$ cat config.mk
export PLATFORM = sky130hd
export DESIGN_NAME = ext_irq_latch
export DESIGN_NICKNAME = d
export VERILOG_FILES = /design/src/ext_irq_pkg.sv /design/src/ext_irq_latch.sv
export SDC_FILE = /design/constraint.sdc
export NUM_CORES = 1
export LEC_CHECK = 0
export BUFFER_PORTS_ARGS = -buffer_cell sky130_fd_sc_hd__buf_2
export CAP_MARGIN = 30
export CORE_AREA = 2 2 39 41
export DETAILED_ROUTE_END_ITERATION = 8
export DIE_AREA = 0 0 41 43
export PLACE_DENSITY = 0.67
export SLEW_MARGIN = 20
export SYNTH_ARGS = -nofsm -noshare
export SYNTH_HDL_FRONTEND = slang
export SYNTH_SLANG_ARGS = --single-unit
export TNS_END_PERCENT = 1
$ cat constraint.sdc
create_clock -name i_clk -period 1.4 [get_ports i_clk]
set_input_delay 0.21 -clock i_clk [delete_from_list [all_inputs] [get_ports i_clk]]
set_output_delay 0.21 -clock i_clk [all_outputs]
set_load 0.01 [all_outputs]
$ cat src/ext_irq_pkg.sv
// constants and types for the external interrupt latch
//
// How it works
// - falling pin edge sets request latch
// - vector fetch acknowledge clears the latch
// - writing one to ack clears latch
// - ack bit write-only, reads zero
// - reset clears latch even pin low
// - edge-only after reset, level selectable
// - edge mode: hold until acknowledge
// - level mode: pending while pin low
// - reset clears edge/level select bit
// - mask bit withholds request from priority
// - later falling edge sets latch again
// - pending flag ignores mask bit
// - pin level offered as branch condition
// - break with enable: ack clears latch
// - break without enable: ack ignored
// - mask bit read/write, reset clears
// - select bit: 0 edge, 1 edge+level
package ext_irq_pkg;
  localparam int ADDR_W = 4;
  localparam logic [3:0] STATUS_CONTROL_OFFSET = 4'h0;
  localparam int BIT_MODE = 0;
  localparam int BIT_MASK = 1;
  localparam int BIT_ACK = 2;
  localparam int BIT_PENDING = 3;
  localparam logic [7:0] STATUS_CONTROL_RESET = 8'h00;

  typedef struct packed {
    logic [3:0] addr;
    logic [7:0] wdata;
    logic wr;
    logic rd;
  } reg_req_t;
endpackage

$ cat src/ext_irq_latch.sv
// external interrupt latch with one status and control register
//
// Our own choices: the placing of the registers and the plain strobed port.
`timescale 1ns/1ns
`default_nettype none
module ext_irq_latch (
  input wire logic i_clk,
  input wire logic i_rstn,
  input wire logic i_irq_pin_n,
  input wire logic i_vector_ack,
  input wire logic i_break_state,
  input wire logic i_break_clear_enable,
  input wire ext_irq_pkg::reg_req_t i_req,
  output logic [7:0] o_rdata,
  output logic o_irq_request,
  output logic o_pin_level
);
  import ext_irq_pkg::*;

  logic rst_s1_q, rst_s2_q;
  logic rstn;
  logic pin_s1_q, pin_s2_q, pin_prev_q;
  logic latch_q, mode_q, mask_q;
  logic wr_sc, soft_ack, any_ack, fall;
  logic level_hold, ack_seen_q;

  always_ff @(posedge i_clk or negedge i_rstn) begin
    if (!i_rstn) begin
      rst_s1_q <= 1'b0;
      rst_s2_q <= 1'b0;
    end else begin
      rst_s1_q <= 1'b1;
      rst_s2_q <= rst_s1_q;
    end
  end
  assign rstn = rst_s2_q;

  // no reset: the flops track the pin through reset, so a pin
  // held low across reset gives no false edge at release
  always_ff @(posedge i_clk) begin
    pin_s1_q <= i_irq_pin_n;
    pin_s2_q <= pin_s1_q;
    pin_prev_q <= pin_s2_q;
  end

  assign fall = pin_prev_q & ~pin_s2_q;
  assign wr_sc = i_req.wr && (i_req.addr == STATUS_CONTROL_OFFSET);
  // during break, ack writes only land when clearing is enabled
  assign soft_ack = wr_sc && i_req.wdata[BIT_ACK] &&
                    (!i_break_state || i_break_clear_enable);
  assign any_ack = soft_ack | i_vector_ack;
  assign level_hold = mode_q && !pin_s2_q;

  // level mode: an ack taken while the pin is low waits for the pin to rise
  always_ff @(posedge i_clk or negedge rstn) begin
    if (!rstn) begin
      ack_seen_q <= 1'b0;
    end else if (any_ack && level_hold) begin
      ack_seen_q <= 1'b1;
    end else if (!level_hold) begin
      ack_seen_q <= 1'b0;
    end
  end

  always_ff @(posedge i_clk or negedge rstn) begin
    if (!rstn) begin
      mode_q <= STATUS_CONTROL_RESET[BIT_MODE];
      mask_q <= STATUS_CONTROL_RESET[BIT_MASK];
    end else if (wr_sc) begin
      mode_q <= i_req.wdata[BIT_MODE];
      mask_q <= i_req.wdata[BIT_MASK];
    end
  end

  // new edge beats a same-cycle ack; level mode keeps it while pin low
  always_ff @(posedge i_clk or negedge rstn) begin
    if (!rstn) begin
      latch_q <= 1'b0;
    end else if (fall || level_hold) begin
      latch_q <= 1'b1;
    end else if (any_ack || ack_seen_q) begin
      latch_q <= 1'b0;
    end
  end

  always_ff @(posedge i_clk or negedge rstn) begin
    if (!rstn) begin
      o_rdata <= 8'h00;
    end else if (i_req.rd && i_req.addr == STATUS_CONTROL_OFFSET) begin
      o_rdata <= 8'h00;
      o_rdata[BIT_PENDING] <= latch_q;
      o_rdata[BIT_ACK] <= 1'b0;
      o_rdata[BIT_MASK] <= mask_q;
      o_rdata[BIT_MODE] <= mode_q;
    end else begin
      o_rdata <= 8'h00;
    end
  end

  assign o_irq_request = latch_q & ~mask_q;
  assign o_pin_level = pin_s2_q;
endmodule
`default_nettype wire

After elaboration in Yosys (flattened, before gate mapping)
Cells that the tools add are included.
{"block": "totals", "elab_cells": 34, "regBits": 13, "input_bits": 20}
{"block": "classes", "n_bitwise": 5, "eq_ne": 1, "n_mux": 5, "reduce_logical": 13}
{"cell": "$logic_and A1 B1 Y1", "n": 6}
{"cell": "$logic_not A4 Y1", "n": 1}
{"cell": "$mux W1", "n": 4}
{"cell": "$mux W4", "n": 1}
{"cell": "$logic_or A1 B1 Y1", "n": 3}
{"cell": "$and A1 B1 Y1", "n": 2}
{"cell": "$logic_not A1 Y1", "n": 2}
{"cell": "$ne A2 B1 Y1 const B", "n": 1}
{"cell": "$not A1 Y1", "n": 2}
{"cell": "$reduce_bool A2 Y1", "n": 1}
{"cell": "$or A1 B1 Y1", "n": 1}

Depth between registers and ports, before layout
{"block": "logic_depth", "ltp_word": 8, "ltp_mapped": 3, "depth_no_buf": 3}

Worst setup path before layout
Ideal clock, no wire load.
{"block": "synth_timing", "path_type": "in2reg", "start": "in i_req[11] in the netlist's numbering", "end": "reg mode_q", "required_ps": 1273, "arrival_time_ps": 925, "stages": 3, "path_buffers": 0, "slack_ps": 348, "path_cell_list": "nor4_4 -> nand2_2 -> mux2_1"}
{"block": "synth_between", "elab_chain_len": 2}
{"item": "start, declared", "line": "ext_irq_latch.sv:13", "rtl": "input wire ext_irq_pkg::reg_req_t i_req,"}
{"item": "$logic_not A4 Y1", "line": "ext_irq_latch.sv:47", "rtl": "assign wr_sc = i_req.wr && (i_req.addr == STATUS_CONTROL_OFFSET);"}
{"item": "$logic_and A1 B1 Y1", "line": "ext_irq_latch.sv:47"}
{"item": "end signal, assigned", "line": "ext_irq_latch.sv:67", "rtl": "mode_q <= STATUS_CONTROL_RESET[BIT_MODE];"}
{"item": "end signal, assigned", "line": "ext_irq_latch.sv:70", "rtl": "mode_q <= i_req.wdata[BIT_MODE];"}
{"item": "end, declared", "line": "ext_irq_latch.sv:23", "rtl": "logic latch_q, mode_q, mask_q;"}
Every way passes these cells.
A chain may end at the register's enable or synchronous reset.

Final worst setup path
{"block": "layout_timing", "start": "reg latch_q", "end": "out o_irq_request"}
{"block": "layout_between", "elab_chain_len": 1}
{"item": "start, declared", "line": "ext_irq_latch.sv:23"}
{"item": "start signal, assigned", "line": "ext_irq_latch.sv:78", "rtl": "latch_q <= 1'b0;"}
{"item": "start signal, assigned", "line": "ext_irq_latch.sv:80", "rtl": "latch_q <= 1'b1;"}
{"item": "start signal, assigned", "line": "ext_irq_latch.sv:82", "rtl": "latch_q <= 1'b0;"}
{"item": "$and A1 B1 Y1", "line": "ext_irq_latch.sv:100", "rtl": "assign o_irq_request = latch_q & ~mask_q;"}
{"item": "end, declared", "line": "ext_irq_latch.sv:15", "rtl": "output logic o_irq_request,"}
Every way passes these cells.

==> flow_summary.ini <==
[floorplanning]
die_x_um = 41
dieArea_um2 = 1760
initial_core_util_pct = 32.7
rows = 14
core-area_um2 = 1380
ios = 30
fp.dieH_um = 43

[finish]
nets = 79
final_cell_area_um2 = 592
final_cell_mix = buf_2 (19), dfrtp_1 (9), conb_1 (6)
final_common_cell = buf_2
num_antenna_cells = 0
final_layout_size_suffix_gt1_share_pct = 48.3
syn2layout_area_growth_pct = 30.7

[timing]
setup_viol = 0
hold_viol_final = 0
skew_ns = 0.00324
setup-tns-final_ns = 0
rsz0062_at_grt = false
fin_crit_ns = 1.13
clock.fmax_mhz = 886
min_period_over_period_pct = 80.6
slew_viol_final = 0

[outcome]
status = complete, no violations

[placement]
routabilityCongestion = 0.635
hpwlAfterDp_um = 580
portBuffers = 19
place_area_um2 = 546

[cts]
htree_levels = 1
root_buffer = clkbuf_4
numCtsBuffers = 3
clkSinkCount = 12
cts_tree = built
path_clk_slew_ns = 0.07
clockBufferDepth = 2
clock_latency_ns = 0.27

[critical_path]
crit_fanout = 3
critical_path_required_ns = 1.19
r2r_cells = 3
endpoint_kind = output port
worstPathArrival_ns = 0.92
crit_path_start = latch_q
worstSetupPathType = flop to output port
reg2reg_from = mode_q
startpoint_type = flop

[synth]
ys_top_cells_by_area = dfrtp_1 (50%), dfxtp_1 (13%), buf_4 (8.3%)
synth_top_area_share_pct = 49.7
synth_seq_area_share_pct = 63.0
yosys_warnings = 0
synth_cell_type_count = 15
yosys.area.top_type = dfrtp_1
ys_seq_elements = 12
syn_inst = 35
synth.avg_cell_area_um2 = 12.9
syn-cell-area_um2 = 453

[min_path]
hold_depth = 1
hp-start = i_irq_pin_n
hp-class = input port to flop

[detailed_routing]
via_per_inst = 4.14
wl_um = 709
drtPass1Iterations = 3
ant_nets = 0
drt_iter0_drc = 1
avgRoutedWirePerCell_um = 9.58
vias = 306
drc = 0

[run]
cap_violations = 0

[pwr]
p_total_mw = 0.739
powerDensity_nw_per_um2 = 1250
vdd_drop_max_mv = 0.477
cellLeakagePower_nw = 0.314

[global_routing]
grt_pass1_vias = 273
overflow = 0
grt_pass1_wl_um = 1010
grt.total_usage_pct = 9.48
antenna_found_initial = 0
grt_start_max_net_pins = 8
==> state kept, by name (all words and copies together), names as in the netlist <==
name,count
ack_seen_q,1
o_rdata,3
mask_q,1
rst_s2_q,1
mode_q,1
rst_s1_q,1
pin_s1_q,1
pin_prev_q,1
o_pin_level,1
latch_q,1
==> cell usage after synthesis <==
cell type and instances:
nand2b_1 1, inv_1 1, mux2_1 2, o2111ai_1 1, dfrtp_1 9, dfxtp_1 3
and3_2 3, buf_4 5, a31o_1 1, conb_1 2, a21oi_1 1, nor2_1 3
nor2b_1 1, nor4_4 1, nand2_2 1
==> cell families (layout without fill, tap and decap cells) <==
kind of cell,count (synthesis),after routing,share of synthesized area [%]
flops,12,12,63.0
mux,2,2,4.97
other cells,2,6,1.66
buf+inv,6,25,9.12
simple gates,10,10,16.3
compound gates,3,3,4.97
==> final timing paths <==
check / endpoint / slack (ns)
setup / recovery: o_irq_request / 0.27
hold / removal: pin_s1_q / 0.04
setup reg to reg: latch_q / 0.56
hold reg to reg: mask_q / 0.11
max in group asynchronous: o_rdata[0] / 1.07
min in group asynchronous: mask_q / 0.11
==> cell type report <==
| class | instances | area (um^2) |
|---|---|---|
| Clock buffer | 4 | 36.3 |
| Fill cell | 141 | 792 |
| Inverter | 1 | 3.75 |
| Multi-Input combinational cell | 21 | 141 |
| Sequential cell | 12 | 285 |
| Tap cell | 16 | 20.0 |
| Timing Repair Buffer | 20 | 105 |
==> stage by stage <==
stage	setup slack (ns)	utilization, %	hold WS (ns)	instances
CTS	0.256	42.8	0.0307	74
global placement	0.145	39.4	-0.00345	69
floorplan	0.348	-	-0.0856	39
global route	0.237	42.8	0.0281	74
detailed placement	0.123	39.4	-0.00250	69
finish	0.272	42.8	0.0391	74
==> where the power goes <==
part | total [mW] | switching (mW) | internal, mW
Combinational | 0.0744 | 0.0347 | 0.0397
Sequential | 0.393 | 0.0194 | 0.374
Clock | 0.272 | 0.114 | 0.158
Total | 0.739 | 0.168 | 0.571
==> worst max-delay path, stage by stage (launching register included) <==
cell and delay, ns:
dfrtp_1 0.39, nor2b_1 0.13, buf_2 0.13
==> routing by layer <==
metal,share of wire [%],global-route usage (%),up-vias
li1,-,-,153
met5,0,0,-
met3,11,3.14,0
met2,51,15.3,16
met4,0,8.00,0
met1,38,8.78,137
==> timing repair <==
action                    in CTS  in global routing
buffers inserted               0                  0
gates resized for setup        0                  0
hold buffers                   1                  0
hold endpoints to repair       2                  0
No activity file was read; power rests on OpenSTA's default activity.
